**src/ncoph_defs.svh**
```systemverilog
`ifndef NCOPH_DEFS_SVH
`define NCOPH_DEFS_SVH
`define NCOPH_OFS_ACC_LOW 4'h0
`define NCOPH_OFS_ACC_HIGH 4'h1
`define NCOPH_OFS_ACC_UPPER 4'h2
`define NCOPH_OFS_STEP_LOW 4'h3
`define NCOPH_OFS_STEP_HIGH 4'h4
`define NCOPH_OFS_CONTROL 4'h5
`define NCOPH_OFS_CLKSEL 4'h6
`define NCOPH_RST_ACC 20'h00000
`define NCOPH_RST_STEP 16'h0001
`define NCOPH_RST_BYTE 8'h00
`define NCOPH_UPPER_MASK 8'h0f
`define NCOPH_CTL_EN 7
`define NCOPH_CTL_OE 6
`define NCOPH_CTL_OUT 5
`define NCOPH_CTL_POL 4
`define NCOPH_CTL_PFM 0
`define NCOPH_CTL_WMASK 8'hd1
`define NCOPH_CLK_WMASK 8'he3
`endif

```
**src/ncoph_pkg.sv**
```systemverilog
package ncoph_pkg;
	typedef enum logic [2:0] {
		NCOPH_R_ACCL, NCOPH_R_ACCH, NCOPH_R_ACCU, NCOPH_R_STPL, NCOPH_R_STPH,
		NCOPH_R_CTL, NCOPH_R_CLK, NCOPH_R_NONE
	} ncoph_reg_t;
endpackage

```
**src/ncoph_acc_if.sv**
```systemverilog
`timescale 1ns/100ps
interface ncoph_acc_if;
	logic [19:0] acc;
	logic [15:0] step;
	logic run;
	logic [19:0] wrData;
	logic [2:0] wrByte;
	modport core(input step, run, wrData, wrByte, output acc);
	modport ctrl(output step, run, wrData, wrByte, input acc);
endinterface

```
**src/ncoph_regs.sv**
```systemverilog
// Implementation choices: register access over Avalon-MM and the register addresses.
`timescale 1ns/100ps
`include "ncoph_defs.svh"
module ncoph_regs
	import ncoph_pkg::*;
(
	input wire logic clk_sys,
	input wire logic rst,
	input wire logic [3:0] address,
	input wire logic read,
	input wire logic write,
	input wire logic [31:0] writedata,
	input wire logic [3:0] byteenable,
	output logic [31:0] readdata,
	output logic waitrequest,
	input wire logic oscTickPin,
	output logic [19:0] phaseAccumulator,
	output logic oscillatorEnable,
	output logic oscillatorOutputEnable,
	output logic oscillatorOutputPolarity,
	output logic pulseFrequencyModeSelect,
	output logic [2:0] pulseWidthSelect,
	input wire logic oscillatorOutputLevel
);
	ncoph_acc_if accBus();
	logic [15:0] step;
	logic [7:0] stepHighBuf;
	logic [7:0] control;
	logic [7:0] clkSel;
	logic ack;
	logic tickMeta;
	logic tickSync;
	logic tickLast;
	logic [1:0] lvlSync;
	ncoph_reg_t sel;
	logic wr;
	logic [7:0] wByte;

	always_comb begin
		unique case (address)
			`NCOPH_OFS_ACC_LOW: sel = NCOPH_R_ACCL;
			`NCOPH_OFS_ACC_HIGH: sel = NCOPH_R_ACCH;
			`NCOPH_OFS_ACC_UPPER: sel = NCOPH_R_ACCU;
			`NCOPH_OFS_STEP_LOW: sel = NCOPH_R_STPL;
			`NCOPH_OFS_STEP_HIGH: sel = NCOPH_R_STPH;
			`NCOPH_OFS_CONTROL: sel = NCOPH_R_CTL;
			`NCOPH_OFS_CLKSEL: sel = NCOPH_R_CLK;
			default: sel = NCOPH_R_NONE;
		endcase
	end

	// One wait cycle, answer on the second edge
	assign waitrequest = (read | write) & ~ack;
	assign wr = write & ack & byteenable[0];
	assign wByte = writedata[7:0];

	always_ff @(posedge clk_sys or posedge rst) begin
		if (rst) begin
			ack <= 1'b0;
		end else begin
			ack <= (read | write) & ~ack;
		end
	end

	// Step high is staged; the low write loads both halves together
	always_ff @(posedge clk_sys or posedge rst) begin
		if (rst) begin
			step <= `NCOPH_RST_STEP;
			stepHighBuf <= 8'(`NCOPH_RST_STEP >> 8);
		end else if (wr && sel == NCOPH_R_STPH) begin
			stepHighBuf <= wByte;
		end else if (wr && sel == NCOPH_R_STPL) begin
			step <= {stepHighBuf, wByte};
		end
	end

	always_ff @(posedge clk_sys or posedge rst) begin
		if (rst) begin
			control <= `NCOPH_RST_BYTE;
			clkSel <= `NCOPH_RST_BYTE;
		end else if (wr && sel == NCOPH_R_CTL) begin
			control <= wByte & `NCOPH_CTL_WMASK;
		end else if (wr && sel == NCOPH_R_CLK) begin
			clkSel <= wByte & `NCOPH_CLK_WMASK;
		end
	end

	// Tick pin is asynchronous: two stages before the edge detect
	always_ff @(posedge clk_sys or posedge rst) begin
		if (rst) begin
			tickMeta <= 1'b0;
			tickSync <= 1'b0;
			tickLast <= 1'b0;
			lvlSync <= 2'h0;
		end else begin
			tickMeta <= oscTickPin;
			tickSync <= tickMeta;
			tickLast <= tickSync;
			lvlSync <= {lvlSync[0], oscillatorOutputLevel};
		end
	end

	assign accBus.step = step;
	assign accBus.run = control[`NCOPH_CTL_EN];
	assign accBus.wrData = {wByte[3:0], wByte, wByte};
	assign accBus.wrByte = {wr && sel == NCOPH_R_ACCU, wr && sel == NCOPH_R_ACCH,
		wr && sel == NCOPH_R_ACCL};

	ncoph_accum uAccum (
		.clk_sys(clk_sys),
		.rst(rst),
		.tick(tickSync & ~tickLast),
		.port(accBus)
	);

	always_ff @(posedge clk_sys or posedge rst) begin
		if (rst) begin
			readdata <= 32'h00000000;
		end else if (read && !ack) begin
			unique case (sel)
				NCOPH_R_ACCL: readdata <= {24'h0, accBus.acc[7:0]};
				NCOPH_R_ACCH: readdata <= {24'h0, accBus.acc[15:8]};
				NCOPH_R_ACCU: readdata <= {28'h0, accBus.acc[19:16]};
				NCOPH_R_STPL: readdata <= {24'h0, step[7:0]};
				NCOPH_R_STPH: readdata <= {24'h0, stepHighBuf};
				NCOPH_R_CTL: readdata <= {24'h0, control[7:6], lvlSync[1], control[4:0]};
				NCOPH_R_CLK: readdata <= {24'h0, clkSel};
				NCOPH_R_NONE: readdata <= 32'h00000000;
			endcase
		end
	end

	assign phaseAccumulator = accBus.acc;
	assign oscillatorEnable = control[`NCOPH_CTL_EN];
	assign oscillatorOutputEnable = control[`NCOPH_CTL_OE];
	assign oscillatorOutputPolarity = control[`NCOPH_CTL_POL];
	assign pulseFrequencyModeSelect = control[`NCOPH_CTL_PFM];
	assign pulseWidthSelect = clkSel[7:5];

	property p_upper_zero;
		@(posedge clk_sys) disable iff (rst)
		read && ack && sel == NCOPH_R_ACCU |-> readdata[31:4] == 28'h0;
	endproperty
	a_upper_zero: assert property (p_upper_zero) else $error("upper bits not zero");
	property p_acc_write;
		@(posedge clk_sys) disable iff (rst)
		wr && sel == NCOPH_R_ACCH |=> accBus.acc[15:8] == $past(wByte);
	endproperty
	a_acc_write: assert property (p_acc_write) else $error("acc high write lost");
	property p_upper_write;
		@(posedge clk_sys) disable iff (rst)
		wr && sel == NCOPH_R_ACCU |=> accBus.acc[19:16] == $past(wByte[3:0]);
	endproperty
	a_upper_write: assert property (p_upper_write) else $error("acc upper write lost");
	property p_low_write;
		@(posedge clk_sys) disable iff (rst)
		wr && sel == NCOPH_R_ACCL |=> accBus.acc[7:0] == $past(wByte);
	endproperty
	a_low_write: assert property (p_low_write) else $error("acc low write lost");
	property p_step_load;
		@(posedge clk_sys) disable iff (rst)
		wr && sel == NCOPH_R_STPL |=> step == {$past(stepHighBuf), $past(wByte)};
	endproperty
	a_step_load: assert property (p_step_load) else $error("step not loaded");
	property p_step_hold;
		@(posedge clk_sys) disable iff (rst)
		wr && sel == NCOPH_R_STPH |=> $stable(step);
	endproperty
	a_step_hold: assert property (p_step_hold) else $error("step changed early");
	property p_accum;
		@(posedge clk_sys) disable iff (rst)
		accBus.run && tickSync && !tickLast && !wr |=>
			accBus.acc == 20'($past(accBus.acc) + {4'h0, $past(step)});
	endproperty
	a_accum: assert property (p_accum) else $error("accumulate wrong");
	property p_idle;
		@(posedge clk_sys) disable iff (rst)
		!accBus.run && !wr |=> $stable(accBus.acc);
	endproperty
	a_idle: assert property (p_idle) else $error("acc moved while off");
	property p_wait;
		@(posedge clk_sys) disable iff (rst)
		(read || write) && !ack |=> !waitrequest || !(read || write);
	endproperty
	a_wait: assert property (p_wait) else $error("no answer");

	// Skips the first edge, where a power-up reset may not have landed yet
	property p_reset_vals;
		@(posedge clk_sys)
		rst && $past(rst) |-> accBus.acc == `NCOPH_RST_ACC && step == `NCOPH_RST_STEP;
	endproperty
	a_reset_vals: assert property (p_reset_vals) else $error("reset value wrong");
	property p_stage;
		@(posedge clk_sys) disable iff (rst)
		wr && sel == NCOPH_R_STPH |=> stepHighBuf == $past(wByte);
	endproperty
	a_stage: assert property (p_stage) else $error("step high not staged");
	// A write without its byte lane must leave step, the staged step high byte, control and clock select alone
	property p_refused;
		@(posedge clk_sys) disable iff (rst)
		write && ack && !byteenable[0] |=>
			$stable(step) && $stable(stepHighBuf) && $stable(control) && $stable(clkSel);
	endproperty
	a_refused: assert property (p_refused) else $error("masked write landed");
	property p_read_high;
		@(posedge clk_sys) disable iff (rst)
		read && !ack && sel == NCOPH_R_ACCH |=> readdata == {24'h0, $past(accBus.acc[15:8])};
	endproperty
	a_read_high: assert property (p_read_high) else $error("acc high read wrong");
	property p_read_step;
		@(posedge clk_sys) disable iff (rst)
		read && !ack && sel == NCOPH_R_STPL |=> readdata == {24'h0, $past(step[7:0])};
	endproperty
	a_read_step: assert property (p_read_step) else $error("step low read wrong");
	property p_ctl_mask;
		@(posedge clk_sys) disable iff (rst)
		(control & ~`NCOPH_CTL_WMASK) == 8'h00;
	endproperty
	a_ctl_mask: assert property (p_ctl_mask) else $error("control spare bit set");
	property p_clk_mask;
		@(posedge clk_sys) disable iff (rst)
		(clkSel & ~`NCOPH_CLK_WMASK) == 8'h00;
	endproperty
	a_clk_mask: assert property (p_clk_mask) else $error("clock select spare bit set");

	c_step: cover property (@(posedge clk_sys) wr && sel == NCOPH_R_STPH ##[1:20] wr && sel == NCOPH_R_STPL);
	c_run: cover property (@(posedge clk_sys) accBus.run && tickSync && !tickLast);
	c_wrap: cover property (@(posedge clk_sys) accBus.run && accBus.acc[19] ##1 !accBus.acc[19]);
	c_refused: cover property (@(posedge clk_sys) write && ack && !byteenable[0]);
	c_reset: cover property (@(posedge clk_sys) $fell(rst));
endmodule

```
**src/ncoph_accum.sv**
```systemverilog
`timescale 1ns/100ps
`include "ncoph_defs.svh"
module ncoph_accum
	import ncoph_pkg::*;
(
	input wire logic clk_sys,
	input wire logic rst,
	input wire logic tick,
	ncoph_acc_if.core port
);
	genvar g;
	logic [19:0] next_sum;
	logic [19:0] next_acc;
	assign next_sum = port.acc + {4'h0, port.step};
	// Per-byte software writes beat accumulation for that byte
	generate
		for (g = 0; g < 3; g++) begin : gByte
			localparam int W = (g == 2) ? 4 : 8;
			assign next_acc[g*8 +: W] = port.wrByte[g] ? port.wrData[g*8 +: W] :
				(port.run && tick) ? next_sum[g*8 +: W] : port.acc[g*8 +: W];
		end
	endgenerate
	always_ff @(posedge clk_sys or posedge rst) begin
		if (rst) begin
			port.acc <= `NCOPH_RST_ACC;
		end else begin
			port.acc <= next_acc;
		end
	end
endmodule

```
**config.mk**
```make
export PLATFORM = sky130hd
export DESIGN_NAME = ncoph_regs
export DESIGN_NICKNAME = d
export VERILOG_FILES = /design/src/ncoph_pkg.sv /design/src/ncoph_acc_if.sv /design/src/ncoph_regs.sv /design/src/ncoph_accum.sv
export VERILOG_INCLUDE_DIRS = /design/src
export SDC_FILE = /design/constraint.sdc
export NUM_CORES = 1
export LEC_CHECK = 0
export BUFFER_PORTS_ARGS = -buffer_cell sky130_fd_sc_hd__buf_2
export CORE_MARGIN = 2
export CORE_UTILIZATION = 45
export DETAILED_ROUTE_END_ITERATION = 8
export MAX_ROUTING_LAYER = met4
export PLACE_DENSITY = 0.69
export SLEW_MARGIN = 20
export SYNTH_ARGS = -nofsm -noshare
export SYNTH_HDL_FRONTEND = slang
export SYNTH_SLANG_ARGS = --single-unit
export TNS_END_PERCENT = 5
```
**constraint.sdc**
```tcl
create_clock -name clk_sys -period 3.2 [get_ports clk_sys]
set_clock_uncertainty 0.15 [all_clocks]
set_input_delay 0.64 -clock clk_sys [delete_from_list [all_inputs] [get_ports clk_sys]]
set_output_delay 0.64 -clock clk_sys [all_outputs]
set_load 0.01 [all_outputs]
```
# Word-level counts from Yosys, hierarchy flattened

Index checks and enable logic that the tools add are counted.

$add $sub $neg: 1
Eq/ne operators: 13
Multiplexer cells: 8
Bitwise logic cells: 9
Reduce and logical (&&, ||, !) cells: 17

Operators by type and width:

| kind                 | count |
|---|---|
| $pmux W32 S8         | 1 |
| $mux W8              | 4 |
| $pmux W3 S7          | 1 |
| $add A20 B16 Y20     | 1 |
| $eq A3 B3 Y1 const B | 4 |
| $eq A4 B3 Y1 const B | 3 |
| $logic_and A1 B1 Y1  | 9 |
| $eq A4 B2 Y1 const B | 2 |
| $mux W4              | 2 |
| $eq A3 B2 Y1 const B | 2 |
| $reduce_bool A2 Y1   | 3 |
| $and A1 B1 Y1        | 4 |
| $eq A4 B1 Y1 const B | 1 |
| $logic_not A4 Y1     | 1 |
| $not A1 Y1           | 4 |
| $reduce_and A2 Y1    | 2 |
| $eq A3 B1 Y1 const B | 1 |
| $logic_not A3 Y1     | 1 |
| $logic_not A1 Y1     | 1 |
| $or A1 B1 Y1         | 1 |

Bits of input ports: 46
Logic and storage cells: 61
Output and inout bits: 60
Flip-flop bits (word level): 91

# Longest topological paths before layout

Gate-level depths: netlist of the first run.

Depth after elaboration: 6
Mapped depth: 9

# Cells and area by module

A second synthesis of the first run with hierarchy kept.

Cells, all modules: 427
Area, all modules: 4,175.3 sq um

By module, submodules not included:

| module      | instances | cells an instance | area an instance (sq um) |
|---|---|---|---|
| ncoph_regs  | 1         | 219               | 2,431.1 |
| ncoph_accum | 1         | 208               | 1,744.2 |

# Least setup slack after synthesis of the first run

Ideal clock, no wire load.

Path kind: register to register
From: register step[0] (netlist: accBus.step[0])
To: register uAccum.port.acc[10]
Arrival: 2.186 ns
Period minus slack after synthesis: 2.465 ns
Slack: 0.735 ns
Cell stages (with the launch flop): 10
Data required time: 2.922 ns
Cell sequence: dfstp_2 ha_1 inv_1 fa_1 nand2b_1 a21oi_1 nor2_1 o311ai_0 mux2i_1 nand3_1

Word-level cells in the longest chain between the ends: 3

RTL lines:

| what                   | line              | text |
|---|---|---|
| start, declared        | ncoph_regs.sv:26  | `logic [15:0] step;` |
| start signal, assigned | ncoph_regs.sv:68  | `` step <= `NCOPH_RST_STEP; `` |
| start signal, assigned | ncoph_regs.sv:73  | `step <= {stepHighBuf, wByte};` |
| $add A20 B16 Y20       | ncoph_accum.sv:14 | `assign next_sum = port.acc + {4'h0, port.step};` |
| $mux W8                | ncoph_accum.sv:20 | `(port.run && tick) ? next_sum[g*8 +: W] : port.acc[g*8 +: W];` |
| $mux W8                | ncoph_accum.sv:19 | `assign next_acc[g*8 +: W] = port.wrByte[g] ? port.wrData[g*8 +: W] :` |
| end signal, assigned   | ncoph_accum.sv:25 | `` port.acc <= `NCOPH_RST_ACC; `` |
| end signal, assigned   | ncoph_accum.sv:27 | `port.acc <= next_acc;` |
| end, declared          | ncoph_acc_if.sv:8 | `modport core(input step, run, wrData, wrByte, output acc);` |

No other way between the ends. The select of a mux whose other input is x is not followed.
A chain may end at the register's enable or synchronous reset.

# Final worst setup path of the first run

Same ends and word-level chain as after synthesis.

==> run_results.csv, run 1 <==
group,metric,value,unit
status,status,"finished, final reports clean",
worst_setup_path,crit_type,"reg -> reg",
floorplanning,chipWidth,100,um
grt,grt_usage,0.225,
timing,period_minus_slack,2.84,ns
place,dp_cells,583,
worst_setup_path,cp-end-kind,"flip-flop",
cts,cts_tree,"built",
cts,post_cts_resized,0,
timing,tns,0,ns
cts,path_clk_slew,0.08,ns
yosys,post-synth-top-count-cell,"dfrtp_1",
routing,vias,3445,
grt,grt_max_degree,36,
yosys,synth.distinct_cells,59,
grt,grt_pass1_vias,3225,
worst_setup_path,cp_max_fo,4,
place,portBuffers,54,
routing,drt_wl_total,10.7,mm
cts,cts.htree.levels,3,
place,placed_area,0.00446,mm^2
yosys,yosysTopAreaCell,"dfrtp_1",
routing,dr.first_iter.drc_count,380,
timing,rsz0062_at_grt,"no",
layout,fin_cells,599,
yosys,synth_edf_count,0,
worst_setup_path,path_cells,"ha_1, inv_1, fa_1, nand2b_1, a21oi_1, nor2_1, o311ai_0, mux2i_1, nand3_1",
cts,ctsLongestPathBuffers,2,
yosys,synth.top_cells.by_area,"dfrtp_1 (39%), mux2_2 (8.9%), buf_4 (5.0%)",
power,power,3160,uW
worst_setup_path,required,3.29,ns
power,powerDensity,673,mW/mm^2
worst_setup_path,cpPeakStageDelay,0.55,ns
floorplanning,die_area,0.0101,mm^2
yosys,syn_inst,434,
yosys,synth_area,0.00419,mm^2
job,max-cap-violations,0,
layout,fin_area,0.00470,mm^2
cts,cts-root-buf,"clkbuf_8",
timing,clock.fmax,0.353,GHz
routing,ant_nets,0,
timing,relSlewSlack,0.522,
layout,nets,546,
routing,wl_per_cell,17.8,um
cts,cts_hold_buf,0,
cts,cts.sinks,67,
cts,numCtsBuffers,9,
layout,n_antenna_cell,0,
timing,setup_viol,0,
grt,grt-busiest-layer,"met2",
floorplanning,boundaryPins,106,
place,gp_congestion,0.929,
yosys,synth.top_cell.area_share,0.394,
routing,viasPerCell,5.75,
cts,insertion_delay,0.36,ns
layout,drive_gt1_frac,0.260,
yosys,synth-async-reset-ratio,1.00,
yosys,synthFlopType,"dfrtp_1",
floorplanning,rows,35,
routing,first_pass_iters,5,
timing,worst_slew_pin_slew,0.716,ns
grt,use_met3,0.0499,
place,place.detailed.hpwl,7.88,mm
yosys,avgSynthCellArea,9.65,um^2
grt,grt_use_met2,0.339,
yosys,synth_common_cells,"dfrtp_1 (66), nand2_1 (42), mux2_2 (33)",
layout,area_delta_synth_final,12.1,%
floorplanning,core,0.00915,mm^2
timing,hold_viol,0,
hold_path,hold_path_class,"reg -> reg",
yosys,ys_warn_count,0,
yosys,synth-seq-cells,67,
timing,fin_crit_sh,0.886,
worst_setup_path,rrSetupSlack,0.36,ns
layout,nFillCells,807,
grt,grt_use_met1,0.287,
power,p_leak,0.00219,uW
timing,drv_slew,0,
grt,grt_pass1_wl,16.8,mm
floorplanning,die_y,100,um
cts,post-cts-setup-buffers,0,
floorplanning,start_util,0.458,
worst_setup_path,cp_slowest_cell,"dfstp_2",
grt,grt_overflow_total,0,
yosys,yosysSeqAreaShare,0.400,
worst_setup_path,cp-start-kind,"flip-flop",
grt,antenna_found_initial,0,
power,ir_drop,0.000462,V
routing,drcViolationCount,0,
worst_setup_path,crit_arrival,2.92,ns
==> routing by layer <==
metal / wire length (um) / vias up / share of wire
met5: 0 / - / 0
met2: 4940 / 150 / 0.46
met1: 4600 / 1661 / 0.43
met3: 694 / 29 / 0.065
li1: - / 1605 / -
met4: 420 / 0 / 0.039
==> state kept, by name, indices dropped and copies added (netlist names) <==
register	cells
uAccum.port.acc	20
accBus.step	16
readdata	8
stepHighBuf	8
clkSel	5
control	4
lvlSync	2
ack	1
tickLast	1
tickMeta	1
tickSync	1
==> path summary, 6_finish.rpt <==
path / startpoint / endpoint / depth (start not counted)
setup / recovery: accBus.step[0] / uAccum.port.acc[10] / 9
hold / removal: lvlSync[0] / lvlSync[1] / 0
setup reg to reg: accBus.step[0] / uAccum.port.acc[10] / 9
hold reg to reg: lvlSync[0] / lvlSync[1] / 0
max in group asynchronous: rst / accBus.step[9] / 3
min in group asynchronous: rst / lvlSync[1] / 2
==> final cells by class <==
class | instances | area (um^2) | area share
Inverter | 9 | 33.8 | 0.00719
Tap cell | 111 | 139 | 0.0296
Timing Repair Buffer | 61 | 335 | 0.0714
Multi-Input combinational cell | 335 | 2280 | 0.485
Clock buffer | 11 | 151 | 0.0322
Clock inverter | 5 | 83.8 | 0.0178
Sequential cell | 67 | 1680 | 0.357
==> layout by cell type, fill, tap and decap left out, types with 4 or more instances in the layout <==
cell type,synthesis,routed
nor2_1,22,22
clkbuf_8,0,11
inv_1,9,8
nand2_1,42,42
xnor2_1,7,7
nand2b_1,7,7
buf_2,6,54
a211oi_1,4,4
a21oi_1,32,32
ha_1,16,16
o21ai_0,26,26
nand3_1,11,11
conb_1,1,24
dfrtp_1,66,66
nor2_2,4,4
nor2b_1,5,5
buf_4,28,6
mux2_2,33,33
a21o_1,4,4
o22ai_1,4,4
and3_1,9,9
mux2i_1,16,16
nor3_1,10,10
a31oi_1,5,5
==> critical path: cells and delay by family (launching register included) <==
kind | cells | cell delay (ns)
buffers and inverters | 1 | 0.07
muxes | 1 | 0.24
and+or+nand+nor | 3 | 0.39
DFF | 1 | 0.55
adders and majority gates | 2 | 0.61
AOI/OAI and AO/OA | 2 | 0.72
==> where the power goes <==
part | internal, uW | switching [uW] | leakage, uW | total (uW)
clock network | 484 | 350 | 0.000112 | 834
logic | 495 | 643 | 0.00123 | 1140
registers | 1010 | 177 | 0.000850 | 1190
total | 1990 | 1170 | 0.00219 | 3160
==> kinds of logic after synthesis <==
family                     after synthesis  synth area share
and+or+nand+nor                        129             0.156
AOI/OAI and AO/OA                      104             0.155
DFF                                     67             0.400
buffers and inverters                   55            0.0767
muxes                                   51             0.138
adders and majority gates               17            0.0526
xor gates and xnor gates                10            0.0209
other                                    1          0.000895
==> stage by stage <==
step	worst slack [ns]	hold slack, ns	utilization
6_report	0.364	0.202	0.513
5_1_grt	0.271	0.213	0.513
4_1_cts	0.424	0.204	0.513
3_5_place_dp	0.444	0.186	0.488
3_3_place_gp	0.472	0.183	0.488
2_1_floorplan	0.728	0.181	-
Note: power is estimated with default switching activity, not from simulation.
==> inputs of run 2 (changes only) <==
--- a/config.mk
+++ b/config.mk
@@ -10,7 +10,6 @@
 export CORE_MARGIN = 2
 export CORE_UTILIZATION = 45
 export DETAILED_ROUTE_END_ITERATION = 8
-export MAX_ROUTING_LAYER = met4
 export PLACE_DENSITY = 0.69
 export SLEW_MARGIN = 20
 export SYNTH_ARGS = -nofsm -noshare
==> run 2 against run 1 <==
Net effect: clock-buffer cell count did not move; power barely moved; clock power barely moved; via count barely moved; fmax rose by 1.6%; largest cell class unchanged; highest routed layer unchanged; first-iteration DRC count rose by 7.1%; sequential share of layout area did not move; register-to-register slack improved by 0.05 ns.
==> run_results.csv, run 2 (synthesis gave the netlist of run 1 again) <==
group,metric,value,unit
layout,register_area,0.00168,mm^2
layout,top_regs,"uAccum.port.acc (20), accBus.step (16)",
worst_setup_path,cp-end-kind,"flip-flop",
timing,hold_viol,0,
worst_setup_path,r2r_cells,9,
layout,area_delta_synth_final,12.1,%
worst_setup_path,crit_type,"reg -> reg",
worst_setup_path,cp_max_fo,4,
routing,ant_nets,0,
layout,nFillCells,807,
floorplanning,die_y,100,um
routing,wl_met3,710,um
floorplanning,die_area,0.0101,mm^2
cts,ctsLongestPathBuffers,2,
power,p_leak,0.00219,uW
cts,path_clk_slew,0.08,ns
floorplanning,boundaryPins,106,
timing,relSlewSlack,0.521,
routing,viasPerCell,5.75,
worst_setup_path,crit_buf_inv,1,
floorplanning,chipWidth,100,um
worst_setup_path,cpPeakStageDelay,0.55,ns
layout,fin_util,0.513,
routing,dr.first_iter.drc_count,407,
timing,fin_crit_sh,0.872,
grt,grt_usage,0.219,
worst_setup_path,cp-start-kind,"flip-flop",
hold_path,min_delay_path_depth,0,
routing,vias,3443,
cts,cts_hold_buf,0,
layout,multi_input_area,0.00228,mm^2
hold_path,worstHoldStart,"lvlSync[0]",
grt,antenna_found_initial,0,
routing,first_pass_iters,5,
cts,numCtsBuffers,9,
cts,insertion_delay,0.36,ns
cts,cts_tree,"built",
grt,grt_pass1_wl,16.8,mm
layout,mostFrequentLayoutCells,"dfrtp_1 (66), buf_2 (54), nand2_1 (42), mux2_2 (33), a21oi_1 (32)",
floorplanning,rows,35,
hold_path,hold_path_class,"reg -> reg",
timing,drv_slew,0,
hold_path,holdPathEnd,"lvlSync[1]",
routing,top_layer,"met4",
routing,drcViolationCount,0,
layout,n_antenna_cell,0,
layout,nets,546,
routing,met2_length,4.99,mm
timing,clock.fmax,0.358,GHz
grt,grt_max_degree,36,
timing,tns,0,ns
routing,wl_met1,4.52,mm
routing,wl_per_cell,17.8,um
timing,rsz0062_at_grt,"no",
cts,cts.sinks,67,
grt,grt_overflow_total,0,
job,max-cap-violations,0,
cts,cts-root-buf,"clkbuf_8",
worst_setup_path,crit_arrival,2.88,ns
routing,drt_wl_total,10.6,mm
place,gp_congestion,0.914,
floorplanning,start_util,0.458,
power,ir_drop,0.000460,V
power,powerDensity,673,mW/mm^2
worst_setup_path,r2r-end,"uAccum.port.acc[10]",
grt,grt_pass1_vias,3222,
worst_setup_path,cp_top_family,"compound AO/OA/AOI/OAI gates",
cts,post_cts_resized,0,
timing,period_minus_slack,2.79,ns
place,portBuffers,54,
timing,worst_slew_pin_slew,0.717,ns
worst_setup_path,rrSetupSlack,0.41,ns
worst_setup_path,cp_slowest_cell,"dfstp_2",
layout,top_register,"uAccum.port.acc",
cts,cts.htree.levels,3,
place,place.detailed.hpwl,7.88,mm
floorplanning,core,0.00915,mm^2
worst_setup_path,required,3.29,ns
worst_setup_path,r2r-start,"accBus.step[0]",
layout,largest_reg_flops,20,
worst_setup_path,path_cells,"ha_1, inv_1, fa_1, nand2b_1, a21oi_1, nor2_1, o311ai_0, mux2i_1, nand3_1",
status,status,"finished, final reports clean",
cts,post-cts-setup-buffers,0,
timing,setup_viol,0,
layout,drive_gt1_frac,0.260,
layout,mostFrequentLayoutCell,"dfrtp_1",
-- run 2: final cells by class --
class / count / share of cell area
Clock inverter: 5 / 0.0178
Clock buffer: 11 / 0.0322
Sequential cell: 67 / 0.357
Tap cell: 111 / 0.0296
Inverter: 9 / 0.00719
Multi-Input combinational cell: 335 / 0.485
Timing Repair Buffer: 61 / 0.0714
-- run 2: layer usage --
| layer | GRT usage | vias up |
|---|---|---|
| met4 | 0.126 | 0 |
| met2 | 0.340 | 167 |
| met1 | 0.287 | 1640 |
| li1 | - | 1608 |
| met5 | 0 | - |
| met3 | 0.0395 | 28 |
-- run 2: worst max-delay path by stage --
stage / depth (start not counted) / from / endpoint / slack (ns)
after floorplan: 1 / rst / accBus.step[10] / 0.73
after global placement: 9 / accBus.step[0] / uAccum.port.acc[10] / 0.47
after detailed placement: 9 / accBus.step[0] / uAccum.port.acc[10] / 0.44
after CTS: 9 / accBus.step[0] / uAccum.port.acc[10] / 0.42
after global routing: 9 / accBus.step[0] / uAccum.port.acc[10] / 0.27
final: 9 / accBus.step[0] / uAccum.port.acc[10] / 0.41
-- run 2: worst register-to-register path, stage by stage, from the launching register on --
cell and delay [ns]:
dfstp_2 0.55, ha_1 0.22, inv_1 0.07, fa_1 0.39
nand2b_1 0.18, a21oi_1 0.18, nor2_1 0.12, o311ai_0 0.49
mux2i_1 0.24, nand3_1 0.08
-- run 2: through the flow --
stage | setup slack [ns] | cells | hold slack, ns | total power, uW | area (um^2)
floorplan | 0.728 | 457 | 0.181 | 2000 | 4280
global placement | 0.472 | 583 | 0.183 | 2290 | 4460
detailed placement | 0.444 | 583 | 0.186 | 2330 | 4460
CTS | 0.424 | 599 | 0.204 | 3160 | 4700
global route | 0.271 | 599 | 0.213 | 3350 | 4700
finish | 0.410 | 599 | 0.202 | 3160 | 4700
-- run 2: power by group --
part           leakage [uW]  switching, uW  internal (uW)
sequential         0.000850            176           1010
clock              0.000112            349            484
combinational       0.00123            644            495
total               0.00219           1170           1990
